===== src/common/vbi_pkg.sv =====
// Operation
// - Status flags stay set until written one
// - Empty flag bit 6 follows FIFO occupancy
// - Availability flags set per arriving data type, teletext only when stored in FIFO
// - Line not fitting: flag error, drop line
// - Later fitting line accepted despite error flag
// - Word count register reads FIFO occupancy
// - Threshold interrupt when count exceeds threshold
// - Any write to flush register empties FIFO
// - Line interrupt on programmed line, per-field enables
// - Line numbers zero and one never interrupt
// - Mode switch at programmed 10-bit pixel position
// - Host access bit selects I2C or video port
// - Full field mode slices lines outside vblank and FFh table lines
// - Non-FFh line mode overrides full field standard
// - Line mode registers for lines 6..27, both fields
// - Bit 7 enables null or data filtering
// - Bit 6 routes to FIFO; teletext always FIFO
// - Bit 5 keeps errored data out of FIFO
// - Bit 4 enables correction for codes 1..4
// - Bits 3:0 select slicing standard, 1111 off
// - Full field mode register same encoding, 7Fh
// - Each interrupt gated by its own enable bit
package vbi_pkg;
   // I2C slave address, value is arbitrary
   localparam logic [6:0] DEV_ADDR_DEF = 7'h2C;
   localparam logic [7:0] OFS_IRQ_EN = 8'hC1;
   localparam logic [7:0] OFS_STATUS = 8'hC6;
   localparam logic [7:0] OFS_WCOUNT = 8'hC7;
   localparam logic [7:0] OFS_THRESH = 8'hC8;
   localparam logic [7:0] OFS_FLUSH = 8'hC9;
   localparam logic [7:0] OFS_LINE_IRQ = 8'hCA;
   localparam logic [7:0] OFS_PIX_LO = 8'hCB;
   localparam logic [7:0] OFS_PIX_HI = 8'hCC;
   localparam logic [7:0] OFS_OUT_SEL = 8'hCD;
   localparam logic [7:0] OFS_FF_EN = 8'hCF;
   localparam logic [7:0] OFS_LMODE0 = 8'hD0;
   localparam logic [7:0] OFS_LMODE_END = 8'hFB;
   localparam logic [7:0] OFS_FF_MODE = 8'hFC;
   localparam logic [7:0] OFS_FIFO_DATA = 8'h80;
   localparam int ST_FULL = 7;
   localparam int ST_EMPTY = 6;
   localparam logic [7:0] ST_CLR_MASK = 8'hBF;
   localparam int LM_FILT = 7;
   localparam int LM_FIFO = 6;
   localparam int LM_ERRBLK = 5;
   localparam int LM_EDC = 4;
   localparam int LI_F1 = 7;
   localparam int LI_F2 = 6;
   localparam int IE_LINE = 0;
   localparam int IE_FIFO = 1;
   localparam int KIND_TTX = 5;
   localparam logic [9:0] FIRST_LINE = 10'h006;
   localparam logic [9:0] LAST_LINE = 10'h01B;
   localparam logic [5:0] MIN_IRQ_LINE = 6'h02;
   localparam logic [3:0] EDC_LO = 4'h1;
   localparam logic [3:0] EDC_HI = 4'h4;
   localparam logic [7:0] MODE_OFF = 8'hFF;
   localparam logic [7:0] THRESH_RST = 8'h80;
   localparam logic [7:0] PIX_LO_RST = 8'h4E;
   localparam logic [7:0] FF_MODE_RST = 8'h7F;
   localparam logic [43:0][7:0] LMODE_RST = {{43{8'hFF}}, 8'h00};
   typedef enum logic [2:0] {I_IDLE, I_ADDR, I_SUB, I_WR, I_RD} i2c_e;
   // Header of a sliced line, len counts its data bytes only
   typedef struct packed {
      logic start;
      logic [8:0] len;
      logic [5:0] kind;
      logic err;
   } line_hdr_s;
   typedef struct packed {
      logic valid;
      logic last;
      logic [7:0] data;
   } slice_byte_s;
   typedef struct packed {
      logic [9:0] line_num;
      logic field;
      logic vblank;
      logic [9:0] pix;
   } video_time_s;
endpackage : vbi_pkg


===== src/hdl/vbi_slicer_fifo_control.sv =====
`timescale 1ns/1ns
`default_nettype none
// ****************************************
// Word FIFO
// ****************************************
module slice_fifo #(
   parameter int WIDTH = 16,
   parameter int DEPTH = 16
) (
   input wire logic clk,
   input wire logic reset,
   input wire logic flush,
   input wire logic in_valid,
   output logic in_ready,
   input wire logic [WIDTH-1:0] in_data,
   output logic out_valid,
   input wire logic out_ready,
   output logic [WIDTH-1:0] out_data,
   output logic [$clog2(DEPTH):0] count
);
   localparam int AW = $clog2(DEPTH);
   typedef struct packed {
      logic [DEPTH-1:0][WIDTH-1:0] mem;
      logic [AW-1:0] wp;
      logic [AW-1:0] rp;
      logic [AW:0] cnt;
   } fst_s;
   fst_s f_r, f_nxt;
   logic push, pop;
   assign in_ready = f_r.cnt != (AW+1)'(DEPTH);
   assign out_valid = f_r.cnt != '0;
   assign out_data = f_r.mem[f_r.rp];
   assign count = f_r.cnt;
   assign push = in_valid & in_ready;
   assign pop = out_ready & out_valid;
   // Pointers wrap at DEPTH; flush discards everything held
   always_comb begin
      f_nxt = f_r;
      if (push) begin
         f_nxt.mem[f_r.wp] = in_data;
         f_nxt.wp = (f_r.wp == AW'(DEPTH-1)) ? '0 : f_r.wp + 1'b1;
      end
      if (pop) begin
         f_nxt.rp = (f_r.rp == AW'(DEPTH-1)) ? '0 : f_r.rp + 1'b1;
      end
      f_nxt.cnt = f_r.cnt + (AW+1)'(push) - (AW+1)'(pop);
      if (flush) begin
         f_nxt.wp = '0;
         f_nxt.rp = '0;
         f_nxt.cnt = '0;
      end
   end
   always_ff @(posedge clk or posedge reset) begin
      if (reset) begin
         f_r <= '0;
      end else begin
         f_r <= f_nxt;
      end
   end
endmodule : slice_fifo

// ****************************************
// Slicer control and status, I2C register slave
// ****************************************
module vbi_slicer_fifo_control #(
   parameter logic [6:0] DEV_ADDR = vbi_pkg::DEV_ADDR_DEF,
   parameter int FIFO_DEPTH = 16
) (
   input wire logic clk,
   input wire logic reset,
   input wire logic scl_in,
   input wire logic sda_in,
   output logic sda_out,
   output logic sda_oe,
   input wire vbi_pkg::line_hdr_s hdr,
   input wire vbi_pkg::slice_byte_s byt,
   output logic byte_ready,
   input wire vbi_pkg::video_time_s vt,
   output logic [7:0] cur_mode,
   output logic edc_en,
   output logic filter_en,
   output logic fifo_irq,
   output logic line_irq,
   output logic vid_valid,
   output logic [7:0] vid_data
);
   import vbi_pkg::*;
   localparam int CW = $clog2(FIFO_DEPTH) + 1;
   typedef struct packed {
      i2c_e ist;
      logic [3:0] bitcnt;
      logic ack;
      logic nack;
      logic drv;
      logic [7:0] sh;
      logic [7:0] tx;
      logic [7:0] sub;
      logic [2:0] scl_s;
      logic [2:0] sda_s;
      logic scl_f;
      logic sda_f;
      logic [7:0] status;
      logic [7:0] thresh;
      logic [7:0] lirq;
      logic [7:0] pix_lo;
      logic [1:0] pix_hi;
      logic host;
      logic ff_en;
      logic [7:0] ff_mode;
      logic [1:0] irq_en;
      logic [43:0][7:0] lmode;
      logic [7:0] cur;
      logic edc;
      logic filt;
      logic take;
      logic [7:0] pend;
      logic pend_v;
      logic [15:0] wq;
      logic wq_v;
      logic pad;
      logic brdy;
      logic bsel;
      logic [7:0] hold;
      logic vhalf;
      logic vv;
      logic [7:0] vd;
      logic fi;
      logic li;
   } st_s;
   st_s r, n;
   logic flush, pop, fin_ready, fvalid;
   logic [15:0] fout;
   logic [CW-1:0] fcount;

   slice_fifo #(.WIDTH(16), .DEPTH(FIFO_DEPTH)) u_fifo (
      .clk(clk),
      .reset(reset),
      .flush(flush),
      .in_valid(r.wq_v),
      .in_ready(fin_ready),
      .in_data(r.wq),
      .out_valid(fvalid),
      .out_ready(pop),
      .out_data(fout),
      .count(fcount)
   );

   // Outputs straight from state, sda_out tied low
   assign sda_out = 1'b0;
   assign sda_oe = r.drv;
   assign byte_ready = r.brdy;
   assign cur_mode = r.cur;
   assign edc_en = r.edc;
   assign filter_en = r.filt;
   assign fifo_irq = r.fi;
   assign line_irq = r.li;
   assign vid_valid = r.vv;
   assign vid_data = r.vd;

   // Register read mux
   function automatic logic [7:0] rd_reg(input st_s s,
                                         input logic fv,
                                         input logic [15:0] fo,
                                         input logic [CW-1:0] fc);
      logic [7:0] idx;
      idx = 8'(s.sub - OFS_LMODE0);
      rd_reg = 8'h00;
      if (s.sub >= OFS_LMODE0 && s.sub <= OFS_LMODE_END) begin
         rd_reg = s.lmode[idx[5:0]];
      end else begin
         unique case (s.sub)
            OFS_IRQ_EN: rd_reg = {6'h00, s.irq_en};
            OFS_STATUS: rd_reg = {s.status[7], fc == '0, s.status[5:0]};
            OFS_WCOUNT: rd_reg = 8'(fc);
            OFS_THRESH: rd_reg = s.thresh;
            OFS_LINE_IRQ: rd_reg = s.lirq;
            OFS_PIX_LO: rd_reg = s.pix_lo;
            OFS_PIX_HI: rd_reg = {6'h00, s.pix_hi};
            OFS_OUT_SEL: rd_reg = {7'h00, s.host};
            OFS_FF_EN: rd_reg = {7'h00, s.ff_en};
            OFS_FF_MODE: rd_reg = s.ff_mode;
            OFS_FIFO_DATA: rd_reg = (s.host && fv) ?
                                    (s.bsel ? fo[15:8] : fo[7:0]) : 8'h00;
            default: rd_reg = 8'h00;
         endcase
      end
   endfunction : rd_reg

   // Next-state logic for bus, registers, admission and output
   always_comb begin
      logic rise, fall, start, stop, wr_ev, ld, teletext, freq, blk, fits;
      logic in_tab;
      logic [5:0] lidx;
      logic [7:0] widx, lm, want, set, clr, rdv;
      logic [9:0] need, free, lnum;
      n = r;
      {rise, fall, start, stop, teletext, freq, blk, fits, in_tab} = 9'h000;
      lidx = 6'h00;
      {widx, lm, want, rdv} = 32'h00000000;
      {need, free, lnum} = 30'h00000000;
      flush = 1'b0;
      pop = 1'b0;
      wr_ev = 1'b0;
      ld = 1'b0;
      set = 8'h00;
      clr = 8'h00;
      // Three-flop pin sync; a change counts once flops 2 and 3 agree
      n.scl_s = {r.scl_s[1:0], scl_in};
      n.sda_s = {r.sda_s[1:0], sda_in};
      if (r.scl_s[1] == r.scl_s[2]) n.scl_f = r.scl_s[2];
      if (r.sda_s[1] == r.sda_s[2]) n.sda_f = r.sda_s[2];
      rise = n.scl_f & ~r.scl_f;
      fall = ~n.scl_f & r.scl_f;
      start = r.scl_f & n.scl_f & r.sda_f & ~n.sda_f;
      stop = r.scl_f & n.scl_f & ~r.sda_f & n.sda_f;
      rdv = rd_reg(r, fvalid, fout, fcount);
      // I2C slave; SDA changes only after SCL falls
      if (start) begin
         n.ist = I_ADDR;
         n.bitcnt = 4'h0;
         n.ack = 1'b0;
         n.drv = 1'b0;
      end else if (stop) begin
         n.ist = I_IDLE;
         n.drv = 1'b0;
      end else if (r.ist != I_IDLE) begin
         if (rise && !r.ack) begin
            if (r.ist == I_RD) begin
               if (r.bitcnt == 4'h8) n.nack = n.sda_f;
            end else begin
               n.sh = {r.sh[6:0], n.sda_f};
            end
            n.bitcnt = r.bitcnt + 4'h1;
         end
         if (fall) begin
            if (r.ist == I_RD) begin
               if (r.bitcnt < 4'h8) n.drv = ~r.tx[3'd7 - r.bitcnt[2:0]];
               else if (r.bitcnt == 4'h8) n.drv = 1'b0;
               else if (r.nack) n.ist = I_IDLE;
               else ld = 1'b1;
            end else if (r.ack) begin
               n.ack = 1'b0;
               n.drv = 1'b0;
               n.bitcnt = 4'h0;
               unique case (r.ist)
                  I_ADDR: begin
                     n.ist = r.sh[0] ? I_RD : I_SUB;
                     ld = r.sh[0];
                  end
                  I_SUB: begin
                     n.sub = r.sh;
                     n.ist = I_WR;
                  end
                  I_WR: wr_ev = 1'b1;
                  default: n.ist = I_IDLE;
               endcase
            end else if (r.bitcnt == 4'h8) begin
               if (r.ist == I_ADDR && r.sh[7:1] != DEV_ADDR) begin
                  n.ist = I_IDLE;
               end else begin
                  n.ack = 1'b1;
                  n.drv = 1'b1;
               end
            end
         end
      end
      // Read byte load; FIFO port holds its address, low byte first
      if (ld) begin
         n.bitcnt = 4'h0;
         n.tx = rdv;
         n.drv = ~rdv[7];
         if (r.sub == OFS_FIFO_DATA) begin
            if (r.host && fvalid) begin
               n.bsel = ~r.bsel;
               pop = r.bsel;
            end
         end else begin
            n.sub = r.sub + 8'h01;
         end
      end
      // Register writes, subaddress auto-increments
      widx = 8'(r.sub - OFS_LMODE0);
      if (wr_ev) begin
         n.sub = r.sub + 8'h01;
         if (r.sub >= OFS_LMODE0 && r.sub <= OFS_LMODE_END) begin
            n.lmode[widx[5:0]] = r.sh;
         end
         unique case (r.sub)
            OFS_IRQ_EN: n.irq_en = r.sh[1:0];
            OFS_STATUS: clr = r.sh & ST_CLR_MASK;
            OFS_THRESH: n.thresh = r.sh;
            OFS_FLUSH: flush = 1'b1;
            OFS_LINE_IRQ: n.lirq = r.sh;
            OFS_PIX_LO: n.pix_lo = r.sh;
            OFS_PIX_HI: n.pix_hi = r.sh[1:0];
            OFS_OUT_SEL: n.host = r.sh[0];
            OFS_FF_EN: n.ff_en = r.sh[0];
            OFS_FF_MODE: n.ff_mode = r.sh;
            default: n.irq_en = r.irq_en;
         endcase
      end
      // Standard for the present line
      lnum = 10'(vt.line_num - FIRST_LINE);
      lidx = {lnum[4:0], vt.field};
      in_tab = vt.vblank && vt.line_num >= FIRST_LINE &&
               vt.line_num <= LAST_LINE;
      lm = r.lmode[lidx];
      if (in_tab && lm != MODE_OFF) begin
         want = lm;
      end else if (r.ff_en && (!vt.vblank || in_tab)) begin
         want = r.ff_mode;
      end else begin
         want = MODE_OFF;
      end
      // Reload at the switch pixel, so a line in flight keeps its setup
      if (vt.pix == {r.pix_hi, r.pix_lo}) begin
         n.cur = want;
         n.edc = want[LM_EDC] && want[3:0] >= EDC_LO &&
                 want[3:0] <= EDC_HI;
         n.filt = want[LM_FILT];
      end
      // Word queue drains into the FIFO
      if (r.wq_v && fin_ready) n.wq_v = 1'b0;
      // Whole-line admission against free space
      teletext = hdr.kind[KIND_TTX];
      freq = r.cur[LM_FIFO] | teletext;
      blk = hdr.err & r.cur[LM_ERRBLK];
      need = 10'(({1'b0, hdr.len} + 10'h001) >> 1);
      free = 10'(FIFO_DEPTH) - 10'(fcount) - 10'(r.wq_v);
      fits = need <= free;
      if (hdr.start) begin
         n.take = freq & ~blk & fits;
         set[ST_FULL] = freq & ~blk & ~fits;
         set[5:0] = hdr.kind & {6{~teletext | (freq & ~blk & fits)}};
      end
      // Byte pairing, low byte first; odd tail padded with zero
      if (byt.valid && r.brdy) begin
         if (r.take) begin
            if (!r.pend_v) begin
               n.pend = byt.data;
               n.pend_v = 1'b1;
               n.pad = byt.last;
            end else begin
               n.wq = {byt.data, r.pend};
               n.wq_v = 1'b1;
               n.pend_v = 1'b0;
            end
         end
         if (byt.last) n.take = 1'b0;
      end
      if (r.pad && !n.wq_v) begin
         n.wq = {8'h00, r.pend};
         n.wq_v = 1'b1;
         n.pend_v = 1'b0;
         n.pad = 1'b0;
      end
      if (flush) begin
         n.bsel = 1'b0;
         n.wq_v = 1'b0;
         n.pend_v = 1'b0;
         n.pad = 1'b0;
         n.take = 1'b0;
      end
      // Stall the slicer when both holding stages are occupied or a padded tail waits
      n.brdy = !(n.wq_v && n.pend_v) && !n.pad;
      // Status: a hardware set wins over a host clear
      n.status = (r.status & ~clr) | set;
      // Video port streaming when host access is off
      n.vv = 1'b0;
      if (r.host) begin
         n.vhalf = 1'b0;
      end else if (r.vhalf) begin
         n.vd = r.hold;
         n.vv = 1'b1;
         n.vhalf = 1'b0;
      end else if (fvalid) begin
         pop = 1'b1;
         n.vd = fout[7:0];
         n.hold = fout[15:8];
         n.vhalf = 1'b1;
         n.vv = 1'b1;
      end
      // Interrupt levels
      n.fi = r.irq_en[IE_FIFO] && 8'(fcount) > r.thresh;
      n.li = r.irq_en[IE_LINE] && r.lirq[5:0] >= MIN_IRQ_LINE &&
             vt.line_num == {4'h0, r.lirq[5:0]} &&
             (vt.field ? r.lirq[LI_F2] : r.lirq[LI_F1]);
   end

   // Single state register
   always_ff @(posedge clk or posedge reset) begin
      if (reset) begin
         r <= '0;
         r.ist <= I_IDLE;
         r.scl_s <= 3'h7;
         r.sda_s <= 3'h7;
         r.scl_f <= 1'b1;
         r.sda_f <= 1'b1;
         r.thresh <= THRESH_RST;
         r.pix_lo <= PIX_LO_RST;
         r.host <= 1'b1;
         r.ff_mode <= FF_MODE_RST;
         r.lmode <= LMODE_RST;
         r.cur <= MODE_OFF;
         r.brdy <= 1'b1;
      end else begin
         r <= n;
      end
   end
endmodule : vbi_slicer_fifo_control
`default_nettype wire


===== config.mk =====
export PLATFORM = sky130hd
export DESIGN_NAME = vbi_slicer_fifo_control
export DESIGN_NICKNAME = d
export VERILOG_FILES = /design/src/common/vbi_pkg.sv /design/src/hdl/vbi_slicer_fifo_control.sv
export SDC_FILE = /design/constraint.sdc
export NUM_CORES = 2
export LEC_CHECK = 0
export BUFFER_PORTS_ARGS = -buffer_cell sky130_fd_sc_hd__buf_4
export CAP_MARGIN = 5
export CORE_ASPECT_RATIO = 0.5
export CORE_MARGIN = 2
export CORE_UTILIZATION = 35
export DETAILED_ROUTE_END_ITERATION = 8
export PLACE_DENSITY = 0.53
export SLEW_MARGIN = 20
export SYNTH_ARGS = -nofsm -noshare
export SYNTH_HDL_FRONTEND = slang
export SYNTH_SLANG_ARGS = --single-unit

===== constraint.sdc =====
create_clock -name clk -period 39.4 [get_ports clk]
set_clock_uncertainty 0.05 [all_clocks]
set_input_delay 9.85 -clock clk [delete_from_list [all_inputs] [get_ports clk]]
set_output_delay 9.85 -clock clk [all_outputs]
set_load 0.05 [all_outputs]

Yosys cells after proc, flatten, opt, wreduce, memory -nomap -nowiden
Index checks and enable logic that the tools add are counted.

word-level totals
  word-level logic and storage cells = 393
  input port bits = 53
  memories = 0
  register bits after elaboration = 769
  bits in writable memories = 0
  output and inout bits = 24
  bits in latches = 0
  bits in read-only memories = 0

operators by class
  equality and inequality tests = 35
  bitwise operators = 35
  $lt $le $gt $ge = 17
  multiplexer cells = 124
  $mul = 0
  divide/modulo/power cells = 0
  shifts and indexed selects = 0
  $add $sub $neg = 12
  reduce and logical (&&, ||, !) cells = 69

operators by type and width
  operator            number
  $bwmux 352          1
  $bwmux 256          1
  $mux 8              25
  $bmux 8 s6          2
  $eq 8x8->1 const B  12
  $pmux 8 s11         1
  $bmux 16 s4         1
  $demux 16 s4        1
  $mux 1              58
  $demux 8 s6         1
  $mux 16             2
  $mux 28             1
  $mux 4              7
  $mux 27             1
  $mux 3              9
  $reduce_and 2->1    11
  $reduce_bool 2->1   11
  $logic_and 1x1->1   21
  $mux 10             2
  $mux 19             1
  $mux 18             1
  $mux 17             1
  $not 1->1           16
  $reduce_bool 5->1   3
  63 further kinds    102

Depth between registers and ports, before layout
  depth in word-level cells = 15
  gate-level depth with buffers = 17
  depth with buffers taken out = 16

Modules after synthesis
A second synthesis with hierarchy kept.

second synthesis, totals
  cells, all modules = 3145
  area total of the unflattened synthesis = 40691.5 µm²

modules (own cells, without submodules)
  module                   cells an instance  times used  sequential area each (µm²)  area each (µm²)
  vbi_slicer_fifo_control  2275               1           12954.9                     27868.0
  slice_fifo               870                1           6731.5                      12823.5

Worst setup path after synthesis
Ideal clock, no wire load.

  kind = input -> register
  from = in vt[13] (netlist name)
  to = reg r (netlist bit filter_en)
  path buffers = 2
  library setup time = 0.126 ns
  data required time = 39.224 ns
  arrival = 12.045 ns
  stages on the path = 11
  slack = 27.179 ns
  cells stage by stage = ha_1 buf_2 buf_1 nor2b_1 nand2_1 o2111ai_1 a32oi_1 nor4_2 a41oi_4 o211ai_2 o21ai_1

on the way
  cells in the longest elaborated chain, start to end = 7
  elaborated cells on any way between the ends = 13
  classes of those cells = 1 x add/sub; 2 x order compare; 1 x eq/ne; 4 x mux; 5 x reduce/logical

ends and longest elaborated chain
  item                                                                 RTL line                        RTL
  start, declared                                                      vbi_slicer_fifo_control.sv:78   input wire vbi_pkg::video_time_s vt,
  parallel branches: the longest is 6 deep, another holds $sub 5x3->5  n/a
  $mux 8 (*)                                                           vbi_slicer_fifo_control.sv:308  if (in_tab && lm != MODE_OFF) begin
  end signal, assigned                                                 vbi_slicer_fifo_control.sv:407  r <= n;
  end, declared                                                        vbi_slicer_fifo_control.sv:130  st_s r, n;

Mark *: on every way between the ends. The select of a mux whose other input is x is not followed.
A chain may end at the register's enable or synchronous reset.

Worst setup path after layout
Same ends and word-level chain as after synthesis.

==> impl_metrics.sql <==
INSERT INTO impl_metrics (metric_group, metric, value, unit) VALUES
('global_route', 'grt_util_met1', '28.6', '%'),
('hold_path', 'min_to', 'n[465]$_DFF_PP1_', ''),
('die', 'die_w', '480', 'µm'),
('global_route', 'top_usage_layer_grt', 'met2', ''),
('cells_and_area', 'final_cell_mix', '702 x sky130_fd_sc_hd__mux2_2, 381 x sky130_fd_sc_hd__dfrtp_1, 374 x sky130_fd_sc_hd__dfstp_2', ''),
('worst_setup_path', 'critical-path-max-stage-delay', '610', 'ps'),
('cts', 'tritoncts_clock_tree', 'built', ''),
('global_route', 'grt_pass1_vias', '26500', ''),
('cells_and_area', 'mostFrequentLayoutCell', 'sky130_fd_sc_hd__mux2_2', ''),
('cts', 'cts.htree.levels', '3', ''),
('worst_setup_path', 'cpMostUsedCell', 'sky130_fd_sc_hd__buf_4', ''),
('worst_setup_path', 'worstSetupStartpointType', 'input pin', ''),
('pwr', 'peakVddDrop', '0.0000332', 'V'),
('worst_setup_path', 'critical_path.cell_chain', 'buf_4 -> ha_1 -> buf_4 -> nand3_1 -> o221ai_1 -> a211o_1 -> a32oi_1 -> nor4b_2 -> a41oi_4 -> o211ai_2 -> o21ai_1', ''),
('timing', 'post-route-min-period', '13350', 'ps'),
('synth', 'synth-edff-count', '0', ''),
('cts', 'clock_sinks', '768', ''),
('cts', 'clk_pin_slew_worst_paths', '60', 'ps'),
('die', 'placeableCoreArea', '113000', 'µm²'),
('hold_path', 'hp-class', 'reg -> reg', ''),
('worst_setup_path', 'critical_path_peak_fanout', '46', ''),
('routing', 'first_pass_iters', '6', ''),
('global_route', 'gr-usage-all-layers', '21.1', '%'),
('die', 'die_y', '242', 'µm'),
('cts', 'post-cts-setup-buffer-count', '0', ''),
('cts', 'cts-hold-fix-buffers', '0', ''),
('synth', 'seq_total_area_yosys', '49.6', '%'),
('cts', 'cts_resized', '0', ''),
('cells_and_area', 'layout-drive-gt1-share', '51.6', '%'),
('routing', 'routedWlPerCell', '27.0', 'µm'),
('cells_and_area', 'design_area', '44400', 'µm²'),
('timing', 'finalHoldViolCount', '0', ''),
('timing', 'fmax', '74.9', 'MHz'),
('worst_setup_path', 'regToRegStartpoint', 'r[467]$_DFF_PP0_', ''),
('die', 'die_area', '116000', 'µm²'),
('placement', 'pre_cts_ws', '25450', 'ps'),
('worst_setup_path', 'setup.worst_path.start', 'vt[13]', ''),
('timing', 'slew_violations', '0', ''),
('placement', 'place.detailed.hpwl', '79000', 'µm'),
('outcome', 'run_status', 'complete, no violations', ''),
('routing', 'route.vias.total', '26000', ''),
('global_route', 'globalRoute.totalOverflow', '0', ''),
('synth', 'post_synth.cell_area_avg', '13.3', 'µm²'),
('flow_run', 'max_cap_violation_count', '0', ''),
('cells_and_area', 'area.growth.synth_to_final', '11.8', '%'),
('worst_setup_path', 'rr_worst_depth', '15', ''),
('synth', 'ys_dominant_reg_cell', 'sky130_fd_sc_hd__dfrtp_1', ''),
('placement', 'buffer_ports.inserted', '75', ''),
('global_route', 'grt_start_max_net_pins', '160', ''),
('timing', 'setup_repair_after_global_routing_missed_its_margin', 'no', ''),
('synth', 'netlist_cell_types', '84', ''),
('worst_setup_path', 'critPathKind', 'in -> reg', ''),
('timing', 'finalWorstSetupSlack', '26050', 'ps'),
('global_route', 'grt_first_pass_wirelength', '184000', 'µm'),
('pwr', 'leakage', '18.5', 'nW'),
('timing', 'tightest_slew', '1140', 'ps'),
('die', 'initial_core_util', '35.2', '%'),
('synth', 'synth_mux_area_share', '30.7', '%'),
('worst_setup_path', 'reg2reg_setup_slack', '34750', 'ps'),
('routing', 'detail-route-antenna-nets', '0', ''),
('synth', 'synth_simple_gate_area_share', '5.52', '%'),
('die', 'io-pin-count', '77', ''),
('synth', 'syn_area', '39700', 'µm²'),
('synth', 'yosys.area_share.xor_xnor', '0.883', '%'),
('pwr', 'pwr_density_cell', '52.8', 'nW/µm²'),
('placement', 'dpl_cell_area', '41600', 'µm²'),
('timing', 'hold-worst-slack', '306', 'ps'),
('synth', 'synthesized_area_fraction_occupied_by_ao_oa_aoi_and_oai_cells', '8.54', '%'),
('worst_setup_path', 'crit-reg2reg-capture', 'u_fifo.count[4]$_DFF_PP0_', ''),
('synth', 'synth-adder-area-share', '1.47', '%'),
('cts', 'root_buffer', 'sky130_fd_sc_hd__clkbuf_16', '');
==> routing by layer <==
layer	vias to the layer above	routed length, µm
li1	11200	-
met1	13800	54600
met2	756	58400
met3	220	6180
met4	2	3930
met5	-	20
==> layout make-up <==
cell class	count	area, µm²
clock buffer	109	2260
multi-input combinational	1945	18700
inverter	50	195
clock inverter	33	479
fill	10600	68200
timing repair buffer	141	1080
sequential	768	19700
tap	1513	1890
==> cells by family (layout without fill, tap and decap cells) <==
kind of cell	count (synthesis)	in the layout
mux	938	938
flops	768	768
other cells	1	1
xor+xnor	40	40
simple gates	441	441
buf+inv	274	333
compound gates	479	479
fa+ha+maj	46	46
==> per-stage QoR <==
stage	cells	power, mW	util [%]
final	4559	2.34	39.4
after global routing	4559	2.46	39.4
after CTS	4559	2.37	39.4
after detailed placement	4417	1.55	37.0
after global placement	4417	1.53	37.0
after floorplan	2987	1.39	-
==> cell usage after synthesis, types with 45 or more instances <==
cell                       instances  area share (%)
sky130_fd_sc_hd__ha_1             45             1.4
sky130_fd_sc_hd__nand2_1         155             1.5
sky130_fd_sc_hd__dfrtp_1         394              25
sky130_fd_sc_hd__dfstp_2         374              25
sky130_fd_sc_hd__inv_1            47            0.44
sky130_fd_sc_hd__nor2_1           79            0.75
sky130_fd_sc_hd__mux4_2          142             8.1
sky130_fd_sc_hd__clkbuf_1        138             1.3
sky130_fd_sc_hd__a22oi_1         119             2.3
sky130_fd_sc_hd__mux2_2          702              20
sky130_fd_sc_hd__a21oi_1          94             1.2
sky130_fd_sc_hd__o21ai_0          68            0.86
sky130_fd_sc_hd__mux2i_1          86             2.2
==> worst max-delay path: cells and delay by family <==
family | cells | cell delay [ps]
simple gates | 2 | 1050
compound gates | 6 | 1340
fa+ha+maj | 1 | 610
buf+inv | 2 | 940
==> how the worst max path moves through the flow <==
| stage | end | slack, ps | cells after the start |
|---|---|---|---|
| 2_1_floorplan | edc_en$_DFFE_PP0N_ | 8560 | 1 |
| 3_3_place_gp | filter_en$_DFFE_PP0N_ | 25500 | 11 |
| 3_5_place_dp | filter_en$_DFFE_PP0N_ | 25450 | 11 |
| 4_1_cts | filter_en$_DFFE_PP0N_ | 26180 | 11 |
| 5_1_grt | filter_en$_DFFE_PP0N_ | 25830 | 11 |
| 6_report | filter_en$_DFFE_PP0N_ | 26050 | 11 |
==> state kept, by name (all words and copies together) (netlist names) <==
name	flops
u_fifo.f_r	264
edc_en	1
filter_en	1
fifo_irq	1
n	4
vid_valid	1
u_fifo.count	5
r	472
sda_oe	1
cur_mode	8
line_irq	1
byte_ready	1
vid_data	8
==> power breakdown <==
part / internal [mW] / switching (mW)
Sequential: 0.907 / 0.102
Combinational: 0.253 / 0.271
Clock: 0.465 / 0.342
No activity file was read; power rests on OpenSTA's default activity.
